[src/upi_pkg.sv]
// constants and carrier types for the three-channel serial pin block
package upi_pkg;
	localparam int          UPI_CHANNELS      = 3;
	localparam int          UPI_FLOW_CHANNELS = 2;
	localparam int          UPI_DATA_BITS     = 8;
	localparam int          UPI_DIV_W         = 16;
	localparam int          UPI_BUF_DEPTH     = 2;
	localparam logic [15:0] UPI_BAUD_HALF_DEF = 16'h0022;
	localparam logic [15:0] UPI_DIV_ZERO      = 16'h0000;
	localparam logic [3:0]  UPI_SUB_ZERO      = 4'h0;
	localparam logic [3:0]  UPI_SUB_LAST      = 4'hF;
	localparam logic [3:0]  UPI_SUB_MID       = 4'h7;
	localparam logic [2:0]  UPI_BIT_ZERO      = 3'h0;
	localparam logic [2:0]  UPI_BIT_LAST      = 3'h7;
	localparam logic [1:0]  UPI_CNT_EMPTY     = 2'h0;
	localparam logic [1:0]  UPI_CNT_ONE       = 2'h1;
	localparam logic [1:0]  UPI_CNT_FULL      = 2'h2;
	localparam logic        UPI_MARK          = 1'b1;
	localparam logic        UPI_SPACE         = 1'b0;

	// frame phase shared by transmitter and receiver
	typedef enum logic [1:0]
	{
		UPI_IDLE  = 2'b00,
		UPI_START = 2'b01,
		UPI_DATA  = 2'b10,
		UPI_STOP  = 2'b11
	} upi_phase_type;

	// per-channel control levels from the owning logic
	typedef struct packed
	{
		logic tx_en;
		logic rx_en;
		logic loopback;
		logic cts_en;
		logic rts_fifo_mode;
		logic sleep_req;
	} upi_cfg_type;

	// per-channel state shown to the owning logic
	typedef struct packed
	{
		logic frame_err;
		logic overrun;
		logic clk_running;
		logic tx_busy;
	} upi_stat_type;
endpackage

[src/upi_serial.sv]
// three serial channels with pin-level framing and wake-up, flow control on channels zero and one only
// Function
// (RULE1) three channels; only zero, one have handshake
// (RULE2) transmit line idles high when disabled/idle/loopback; a frame under way when tx_en drops still runs to its stop bit
// (RULE3) transmit lsb first, change on falling edge
// (RULE4) receive sampled on rising edge, lsb first
// (RULE5) receive line change restarts stopped clock
// (RULE6) start sending only while clear-to-send low
// (RULE7) request-to-send automatic or by receive fill
// (RULE8) one low start, data, high stop
`timescale 1ns/100ps

////////////////////////////////////////////////////////////////////////////////
// two-entry buffer, valid and ready on both sides
module upi_buf #(parameter int W = 8)
(
	input  wire logic         clk_sys_in,
	input  wire logic         srst_in,
	input  wire logic [W-1:0] in_data_in,
	input  wire logic         in_valid_in,
	output logic              in_ready_out,
	output logic [W-1:0]      out_data_out,
	output logic              out_valid_out,
	input  wire logic         out_ready_in,
	output logic [1:0]        level_out
);
	import upi_pkg::*;

	typedef struct packed
	{
		logic [W-1:0] d0;
		logic [W-1:0] d1;
		logic [1:0]   cnt;
	} upi_buf_state_type;

	upi_buf_state_type s_ff;
	upi_buf_state_type nxt_s;
	logic              push;
	logic              pop;

	assign in_ready_out  = (s_ff.cnt != UPI_CNT_FULL);
	assign out_valid_out = (s_ff.cnt != UPI_CNT_EMPTY);
	assign out_data_out  = s_ff.d0;
	assign level_out     = s_ff.cnt;
	assign push          = in_valid_in && in_ready_out;
	assign pop           = out_valid_out && out_ready_in;

	// head in d0; a pop shifts d1 down so order holds
	always_comb
	begin
		nxt_s = s_ff;
		if (pop)
			nxt_s.d0 = s_ff.d1;
		if (push)
		begin
			if (s_ff.cnt == UPI_CNT_EMPTY || (pop && s_ff.cnt == UPI_CNT_ONE))
				nxt_s.d0 = in_data_in;
			else
				nxt_s.d1 = in_data_in;
		end
		if (push && !pop)
			nxt_s.cnt = s_ff.cnt + UPI_CNT_ONE;
		else if (pop && !push)
			nxt_s.cnt = s_ff.cnt - UPI_CNT_ONE;
	end

	always_ff @(posedge clk_sys_in)
	begin
		if (srst_in)
			s_ff <= '0;
		else
			s_ff <= nxt_s;
	end
endmodule

////////////////////////////////////////////////////////////////////////////////
// one serial channel: divider, transmitter, receiver, handshake
module upi_channel #(
	parameter logic [15:0] BAUD_HALF = upi_pkg::UPI_BAUD_HALF_DEF,
	parameter bit          HAS_FLOW  = 1'b1
)
(
	input  wire logic               clk_sys_in,
	input  wire logic               srst_in,
	input  wire upi_pkg::upi_cfg_type cfg_in,
	input  wire logic [7:0]         tx_data_in,
	input  wire logic               tx_valid_in,
	output logic                    tx_ready_out,
	output logic [7:0]              rx_data_out,
	output logic                    rx_valid_out,
	input  wire logic               rx_ready_in,
	output logic                    serial_tx_out,
	input  wire logic               serial_rx_in,
	input  wire logic               clear_to_send_n_in,
	output logic                    request_to_send_n_out,
	output upi_pkg::upi_stat_type   status_out
);
	import upi_pkg::*;

	typedef struct packed
	{
		logic          rx_s1;
		logic          rx_s2;
		logic          rx_s3;
		logic          cts_s1;
		logic          cts_s2;
		logic [15:0]   div;
		logic          sclk;
		logic          stopped;
		logic          sleep_d;
		upi_phase_type tx_ph;
		logic [3:0]    tx_sub;
		logic [2:0]    tx_bit;
		logic [7:0]    tx_sh;
		logic          tx_line;
		logic          tx_pin;
		upi_phase_type rx_ph;
		logic [3:0]    rx_sub;
		logic [2:0]    rx_bit;
		logic [7:0]    rx_sh;
		logic          rx_push;
		logic          frame_err;
		logic          overrun;
		logic          rts_n;
	} upi_ch_state_type;

	upi_ch_state_type s_ff;
	upi_ch_state_type nxt_s;
	logic [7:0]       txb_data;
	logic             txb_valid;
	logic             txb_pop;
	logic             rxb_ready;
	logic [1:0]       rxb_level;
	logic             tick;
	logic             rise;
	logic             fall;
	logic             rx_line;
	logic             cts_ok;
	logic             rx_edge;

	// transmit words wait here so the source sees back-pressure
	upi_buf #(.W(UPI_DATA_BITS)) u_txb
	(
		.clk_sys_in    (clk_sys_in),
		.srst_in       (srst_in),
		.in_data_in    (tx_data_in),
		.in_valid_in   (tx_valid_in),
		.in_ready_out  (tx_ready_out),
		.out_data_out  (txb_data),
		.out_valid_out (txb_valid),
		.out_ready_in  (txb_pop),
		.level_out     ()
	);

	// received words wait here when the reader stalls
	upi_buf #(.W(UPI_DATA_BITS)) u_rxb
	(
		.clk_sys_in    (clk_sys_in),
		.srst_in       (srst_in),
		.in_data_in    (s_ff.rx_sh),
		.in_valid_in   (s_ff.rx_push),
		.in_ready_out  (rxb_ready),
		.out_data_out  (rx_data_out),
		.out_valid_out (rx_valid_out),
		.out_ready_in  (rx_ready_in),
		.level_out     (rxb_level)
	);

	// serial clock edges; none while the channel clock is stopped
	assign tick    = !s_ff.stopped && (s_ff.div == BAUD_HALF - 16'h0001);
	assign rise    = tick && !s_ff.sclk;
	assign fall    = tick && s_ff.sclk;
	assign rx_line = cfg_in.loopback ? s_ff.tx_line : s_ff.rx_s2;
	assign rx_edge = s_ff.rx_s2 != s_ff.rx_s3;
	// handshake input only exists on flow channels
	assign cts_ok  = !cfg_in.cts_en || !HAS_FLOW || (s_ff.cts_s2 == 1'b0);
	assign txb_pop = fall && s_ff.tx_ph == UPI_IDLE && cfg_in.tx_en
		&& txb_valid && cts_ok;

	assign serial_tx_out         = s_ff.tx_pin;
	assign request_to_send_n_out = s_ff.rts_n;
	assign status_out = '{frame_err: s_ff.frame_err, overrun: s_ff.overrun,
		clk_running: !s_ff.stopped, tx_busy: s_ff.tx_ph != UPI_IDLE};

	always_comb
	begin
		nxt_s = s_ff;
		// pins pass two flops before any logic reads them
		nxt_s.rx_s1  = serial_rx_in;
		nxt_s.rx_s2  = s_ff.rx_s1;
		nxt_s.rx_s3  = s_ff.rx_s2;
		nxt_s.cts_s1 = clear_to_send_n_in;
		nxt_s.cts_s2 = s_ff.cts_s1;
		nxt_s.rx_push = 1'b0;
		nxt_s.sleep_d = cfg_in.sleep_req;
		// divider halts while stopped to save power
		if (s_ff.stopped || tick)
			nxt_s.div = UPI_DIV_ZERO;
		else
			nxt_s.div = s_ff.div + 16'h0001;
		if (tick)
			nxt_s.sclk = !s_ff.sclk;
		// (RULE5) wake on edge: a receive edge beats a new stop request
		if (rx_edge)
			nxt_s.stopped = 1'b0;
		else if (cfg_in.sleep_req && !s_ff.sleep_d)
			nxt_s.stopped = 1'b1;

		// (RULE3) transmitter moves only on falling edges
		if (fall)
		begin
			nxt_s.tx_sub = s_ff.tx_sub + 4'h1;
			case (s_ff.tx_ph)
				UPI_IDLE:
				begin
					// (RULE6) cts gates only the start of a frame
					if (txb_pop)
					begin
						nxt_s.tx_sh   = txb_data;
						nxt_s.tx_ph   = UPI_START;
						nxt_s.tx_sub  = UPI_SUB_ZERO;
						// (RULE8) low start bit
						nxt_s.tx_line = UPI_SPACE;
					end
					else
					begin
						nxt_s.tx_sub  = UPI_SUB_ZERO;
						nxt_s.tx_line = UPI_MARK;
					end
				end
				UPI_START:
				begin
					if (s_ff.tx_sub == UPI_SUB_LAST)
					begin
						nxt_s.tx_ph   = UPI_DATA;
						nxt_s.tx_bit  = UPI_BIT_ZERO;
						nxt_s.tx_line = s_ff.tx_sh[0];
					end
				end
				UPI_DATA:
				begin
					// (RULE3) lsb first shift
					if (s_ff.tx_sub == UPI_SUB_LAST)
					begin
						nxt_s.tx_sh = {1'b0, s_ff.tx_sh[7:1]};
						if (s_ff.tx_bit == UPI_BIT_LAST)
						begin
							nxt_s.tx_ph   = UPI_STOP;
							nxt_s.tx_line = UPI_MARK;
						end
						else
						begin
							nxt_s.tx_bit  = s_ff.tx_bit + 3'h1;
							nxt_s.tx_line = s_ff.tx_sh[1];
						end
					end
				end
				UPI_STOP:
				begin
					// (RULE8) full stop bit before next start
					if (s_ff.tx_sub == UPI_SUB_LAST)
						nxt_s.tx_ph = UPI_IDLE;
				end
				default:
					nxt_s.tx_ph = UPI_IDLE;
			endcase
		end
		// (RULE2) mark on the pin when idle, disabled between frames or looped back
		nxt_s.tx_pin = (cfg_in.loopback || nxt_s.tx_ph == UPI_IDLE)
			? UPI_MARK : nxt_s.tx_line;

		// (RULE4) receiver samples only on rising edges
		if (rise)
		begin
			nxt_s.rx_sub = s_ff.rx_sub + 4'h1;
			case (s_ff.rx_ph)
				UPI_IDLE:
				begin
					nxt_s.rx_sub = UPI_SUB_ZERO;
					if (cfg_in.rx_en && rx_line == UPI_SPACE)
						nxt_s.rx_ph = UPI_START;
				end
				UPI_START:
				begin
					// recheck mid start bit to reject glitches
					if (s_ff.rx_sub == UPI_SUB_MID)
					begin
						nxt_s.rx_sub = UPI_SUB_ZERO;
						nxt_s.rx_bit = UPI_BIT_ZERO;
						nxt_s.rx_ph  = (rx_line == UPI_SPACE) ? UPI_DATA
							: UPI_IDLE;
					end
				end
				UPI_DATA:
				begin
					// (RULE4) lsb arrives first, shift in from top
					if (s_ff.rx_sub == UPI_SUB_LAST)
					begin
						nxt_s.rx_sh = {rx_line, s_ff.rx_sh[7:1]};
						if (s_ff.rx_bit == UPI_BIT_LAST)
							nxt_s.rx_ph = UPI_STOP;
						else
							nxt_s.rx_bit = s_ff.rx_bit + 3'h1;
					end
				end
				UPI_STOP:
				begin
					// (RULE8) stop must be high, else framing error
					if (s_ff.rx_sub == UPI_SUB_LAST)
					begin
						nxt_s.rx_ph = UPI_IDLE;
						if (rx_line == UPI_MARK)
						begin
							nxt_s.rx_push = 1'b1;
							nxt_s.overrun = s_ff.overrun || !rxb_ready;
						end
						else
							nxt_s.frame_err = 1'b1;
					end
				end
				default:
					nxt_s.rx_ph = UPI_IDLE;
			endcase
		end

		// (RULE7) fill-level mode or follow transmitter activity
		if (!HAS_FLOW)
			nxt_s.rts_n = 1'b1;
		else if (cfg_in.rts_fifo_mode)
			nxt_s.rts_n = (rxb_level == UPI_CNT_FULL);
		else
			nxt_s.rts_n = !(txb_valid || nxt_s.tx_ph != UPI_IDLE);
	end

	always_ff @(posedge clk_sys_in)
	begin
		if (srst_in)
		begin
			s_ff         <= '0;
			s_ff.rx_s1   <= UPI_MARK;
			s_ff.rx_s2   <= UPI_MARK;
			s_ff.rx_s3   <= UPI_MARK;
			s_ff.cts_s1  <= 1'b1;
			s_ff.cts_s2  <= 1'b1;
			s_ff.tx_line <= UPI_MARK;
			s_ff.tx_pin  <= UPI_MARK;
			s_ff.rts_n   <= 1'b1;
		end
		else
			s_ff <= nxt_s;
	end
endmodule

////////////////////////////////////////////////////////////////////////////////
// top: three channels side by side
module upi_serial #(parameter logic [15:0] BAUD_HALF =
	upi_pkg::UPI_BAUD_HALF_DEF)
(
	input  wire logic                        clk_sys_in,
	input  wire logic                        srst_in,
	input  wire upi_pkg::upi_cfg_type [2:0]  cfg_in,
	input  wire logic [2:0][7:0]             tx_data_in,
	input  wire logic [2:0]                  tx_valid_in,
	output logic [2:0]                       tx_ready_out,
	output logic [2:0][7:0]                  rx_data_out,
	output logic [2:0]                       rx_valid_out,
	input  wire logic [2:0]                  rx_ready_in,
	output logic [2:0]                       serial_tx_out,
	input  wire logic [2:0]                  serial_rx_in,
	input  wire logic [1:0]                  clear_to_send_n_in,
	output logic [1:0]                       request_to_send_n_out,
	output upi_pkg::upi_stat_type [2:0]      status_out
);
	import upi_pkg::*;

	logic [2:0] cts_n;
	logic [2:0] rts_n;

	// (RULE1) three channels, handshake pins on the first two only
	assign cts_n                 = {1'b1, clear_to_send_n_in};
	assign request_to_send_n_out = rts_n[1:0];

	for (genvar ch = 0; ch < UPI_CHANNELS; ch++)
	begin : g_ch
		upi_channel #(
			.BAUD_HALF (BAUD_HALF),
			.HAS_FLOW  (ch < UPI_FLOW_CHANNELS)
		) u_ch
		(
			.clk_sys_in            (clk_sys_in),
			.srst_in               (srst_in),
			.cfg_in                (cfg_in[ch]),
			.tx_data_in            (tx_data_in[ch]),
			.tx_valid_in           (tx_valid_in[ch]),
			.tx_ready_out          (tx_ready_out[ch]),
			.rx_data_out           (rx_data_out[ch]),
			.rx_valid_out          (rx_valid_out[ch]),
			.rx_ready_in           (rx_ready_in[ch]),
			.serial_tx_out         (serial_tx_out[ch]),
			.serial_rx_in          (serial_rx_in[ch]),
			.clear_to_send_n_in    (cts_n[ch]),
			.request_to_send_n_out (rts_n[ch]),
			.status_out            (status_out[ch])
		);
	end
endmodule

[config.mk]
export PLATFORM = sky130hd
export DESIGN_NAME = upi_serial
export DESIGN_NICKNAME = d
export VERILOG_FILES = /design/src/upi_pkg.sv /design/src/upi_serial.sv
export SDC_FILE = /design/constraint.sdc
export NUM_CORES = 1
export LEC_CHECK = 0
export BUFFER_PORTS_ARGS = -buffer_cell sky130_fd_sc_hd__buf_2
export CELL_PAD_IN_SITES_DETAIL_PLACEMENT = 1
export CELL_PAD_IN_SITES_GLOBAL_PLACEMENT = 1
export CORE_MARGIN = 2
export CORE_UTILIZATION = 46
export CTS_CLUSTER_SIZE = 20
export DETAILED_ROUTE_END_ITERATION = 7
export PLACE_DENSITY = 0.9
export REMOVE_ABC_BUFFERS = 1
export SLEW_MARGIN = 15
export SYNTH_ARGS = -nofsm -noshare
export SYNTH_HDL_FRONTEND = slang
export SYNTH_SLANG_ARGS = --single-unit
export TNS_END_PERCENT = 10
[constraint.sdc]
create_clock -name clk_sys_in -period 3.8 [get_ports clk_sys_in]
set_clock_uncertainty 0.1 [all_clocks]
set_input_delay 0.76 -clock clk_sys_in [delete_from_list [all_inputs] [get_ports clk_sys_in]]
set_output_delay 0.76 -clock clk_sys_in [all_outputs]
set_load 0.005 [all_outputs]
==> results by group <==
Clock network
  – CTS H-Tree Depth: 2
  – CTS Buffer Depth: 3
  – CTS buffer count: 35
  – Clock Tree Root: clkbuf_16
  – CTS tree: built
  – Clock latency on the worst-skew pair: 510 ps
  – CTS Sinks: 297
  – CTS Hold Buffers Added: 0
  – PostCTS Resize Cnt: 0
  – Setup bufs post-CTS: 0
  – CTS clock-pin slew for the worst setup and hold paths: 60 ps

Drt
  – WL/cell: 16.5 um
  – Via count: 11214
  – Vias/cell: 5.52
  – Initial DRC Count: 518
  – Detail Route Antenna Nets: 0
  – First-pass iteration count of the detailed router: 4
  – DRC viols: 0
  – Final WL: 33500 um

Global routing
  – Pin count of the biggest net entering global routing: 139
  – First-pass GRT wire length: 55900 um
  – GRT Util Overall: 0.212
  – Grt ovf: 0
  – Vias in the first global route: 11668
  – Antenna violations before repair: 0

STA
  – Final count of hold timing violations: 0
  – Final Cycle Share: 0.812
  – Max transition margin: 0.369
  – WHS: 311 ps
  – Setup-failing EPs final: 0
  – Final setup margin: 714 ps
  – Max-slew violations: 0
  – FMAX: 324 MHz
  – Min Tclk post-route: 3090 ps
  – Slew @ Worst Pin: 941 ps
  – Setup TNS: 0 ps
  – RSZ-0062 raised after global routing: false

Power and ir drop
  – Internal cell power: 0.00549 W
  – Net load switching power: 0.00170 W
  – Net Sw Frac: 0.237
  – Pwr dens: 465 nW/um^2
  – Combinational power share: 0.075
  – VDD IR max: 0.382 mV
  – Leakage: 6.43 nW
  – Sequential share of power: 0.457
  – Clk pwr share: 0.467

Floorplan
  – Die W: 177 um
  – Row count: 63
  – Die Height: 177 um
  – Core box area: 29600 um^2
  – Io pins: 102
  – Die Footprint: 31400 um^2
  – Initial core utilization: 0.466

Synthesis
  – Yosys reg bits: 297
  – EDFF count, synth: 0
  – Syn Area/Cell: 8.71 um^2
  – Yosys cell types: 65
  – Synth warnings: 0
  – FFs w/ async S/R, synth: 0
  – Syn Std Cell Area: 13800 um^2
  – Primary FF master, synth: dfxtp_1
  – Cell count after synthesis: 1587
  – Sequential share of the synthesized area: 0.430

Critical path
  – Max FO, Critical Path: 8
  – Critical path origin: g_ch[1].u_ch.s_ff[43]
  – Endpoint type of the worst setup path: flip-flop
  – Cells along the critical path: ha_1, nor4bb_1, nand4_1, nor3_2, mux2i_1, nor2_1
  – Crit path capture: g_ch[1].u_ch.s_ff[11]
  – WP data arrival: 3350 ps
  – WP data required: 4060 ps
  – Setup CP Type: flip-flop to flip-flop
  – Bufs and invs on worst path: 0
  – Worst R2R Start: g_ch[1].u_ch.s_ff[43]
  – Peak per-stage delay on the critical path: 820 ps
  – CP top delay family: simple AND/OR/NAND/NOR gates
  – CP max stage cell: nor3_2
  – Crit path depth: 6
  – R2r setup slk: 710 ps
  – Path depth of the worst reg2reg path: 6
  – Worst R2R End: g_ch[1].u_ch.s_ff[11]
  – Critical path launch point type: flip-flop

Cells and area
  – Area grow syn2layout: 12.0%
  – Antenna diode count: 0
  – Fin nets: 1722
  – Most frequent cells in the layout: dfxtp_1, nor2_1, nand2_1
  – Final Util: 0.522
  – Layout cells sized above 1: 0.126
  – Commonest non-fill, non-tap cell in the layout: dfxtp_1

Flow run
  – Max cap viols: 0

Worst hold path
  – HP Class: flip-flop to flip-flop

Outcome
  – Outcome: finished, final reports clean

Placement
  – Final GP Congestion: 0.816
  – Dpl ws: 762 ps
  – Placed wire-length estimate: 22900 um
  – # port buffers: 99
[how the worst min path moves through the flow]
stage                      startpoint                endpoint  slack (ps)  cells past startpoint
4_1_cts        g_ch[1].u_ch.nxt_s[62]  g_ch[1].u_ch.nxt_s[61]         320                      1
3_3_place_gp   g_ch[1].u_ch.nxt_s[59]   g_ch[1].u_ch.s_ff[59]         290                      1
5_1_grt        g_ch[0].u_ch.nxt_s[62]  g_ch[0].u_ch.nxt_s[61]         330                      1
3_5_place_dp   g_ch[0].u_ch.nxt_s[62]  g_ch[0].u_ch.nxt_s[61]         300                      1
2_1_floorplan  g_ch[0].u_ch.nxt_s[62]  g_ch[0].u_ch.nxt_s[61]         290                      1
6_report       g_ch[1].u_ch.nxt_s[62]  g_ch[1].u_ch.nxt_s[61]         310                      1
[flip-flops by register name, indices dropped and copies added (netlist names), named ones only]
register                         cells
g_ch.u_ch.status_out                 6
g_ch.u_ch.u_txb.out_data_out        24
g_ch.u_ch.nxt_s                      8
g_ch.u_ch.u_txb.s_ff                24
g_ch.u_ch.u_rxb.s_ff                24
g_ch.u_ch.s_ff                     167
g_ch.u_ch.u_rxb.level_out            6
g_ch.u_ch.serial_tx_out              3
g_ch.u_ch.u_rxb.out_data_out        24
g_ch.u_ch.u_txb.level_out            6
g_ch.u_ch.request_to_send_n_out      2
[stage by stage]
step | power, W | instance area, um^2 | std cells
after floorplan | 0.00368 | 13200 | 1472
after CTS | 0.00727 | 15500 | 2029
after global placement | 0.00385 | 14300 | 1970
after detailed placement | 0.00389 | 14300 | 1970
after global routing | 0.00749 | 15500 | 2031
final | 0.00719 | 15500 | 2031
[Yosys cell counts, types with 3 or more instances]
master	count	area, um^2
nor3_1	14	70.1
nand2b_1	16	100
a22o_1	6	52.6
and2_1	9	56.3
inv_1	40	150
a31oi_1	21	131
buf_4	41	308
o31ai_1	4	30.0
nor4bb_1	3	30.0
xor2_1	39	342
mux2i_1	137	1370
nand3b_1	5	37.5
nor4_1	21	131
a21oi_1	81	405
mux2_2	5	56.3
clkbuf_1	71	267
nand4b_1	4	35.0
nor2b_1	16	100
o21ai_0	64	320
xnor2_1	19	166
a211oi_1	27	203
or4_1	11	82.6
or2_2	19	119
and3_1	16	100
dfxtp_1	297	5950
or3_1	13	81.3
nand3_1	63	315
ha_1	48	601
nand2_1	174	653
nand4_1	20	125
and4_1	9	78.8
nor2_1	223	837
nor4b_1	5	43.8
[power groups by stage]
stage / Clock [W] / Sequential (W) / Combinational [W]
floorplan: 0 / 0.00334 / 0.000343
global placement: 0 / 0.00335 / 0.000501
detailed placement: 0 / 0.00336 / 0.000532
CTS: 0.00343 / 0.00329 / 0.000542
global route: 0.00358 / 0.00330 / 0.000610
finish: 0.00336 / 0.00329 / 0.000542
[cell type report]
type	count	area, um^2
tap	390	488
timing repair buffer	110	597
multi-input combinational	1135	7130
fill	3545	14200
clock buffer	47	1040
sequential	297	5950
inverter	40	150
clock inverter	12	120
[cell families after synthesis]
logic type                 after synthesis  synth area share
DFF                                    297             0.430
and+or+nand+nor                        654             0.228
buffers and inverters                  155            0.0538
adders and majority gates               48            0.0435
AOI/OAI and AO/OA                      233             0.104
xor gates and xnor gates                58            0.0368
muxes                                  142             0.103
[worst register-to-register path, cell delays in order (launching register included)]
cell and delay [ps]:
dfxtp_1 390, ha_1 190, nor4bb_1 640, nand4_1 460, nor3_2 820, mux2i_1 280
nor2_1 60
[layer usage]
metal  share of wire  GRT usage
met2            0.51      0.392
met4           0.017     0.0543
met1            0.45      0.258
met5               0          0
met3           0.031     0.0289
Power figures use the tool's default switching activity.
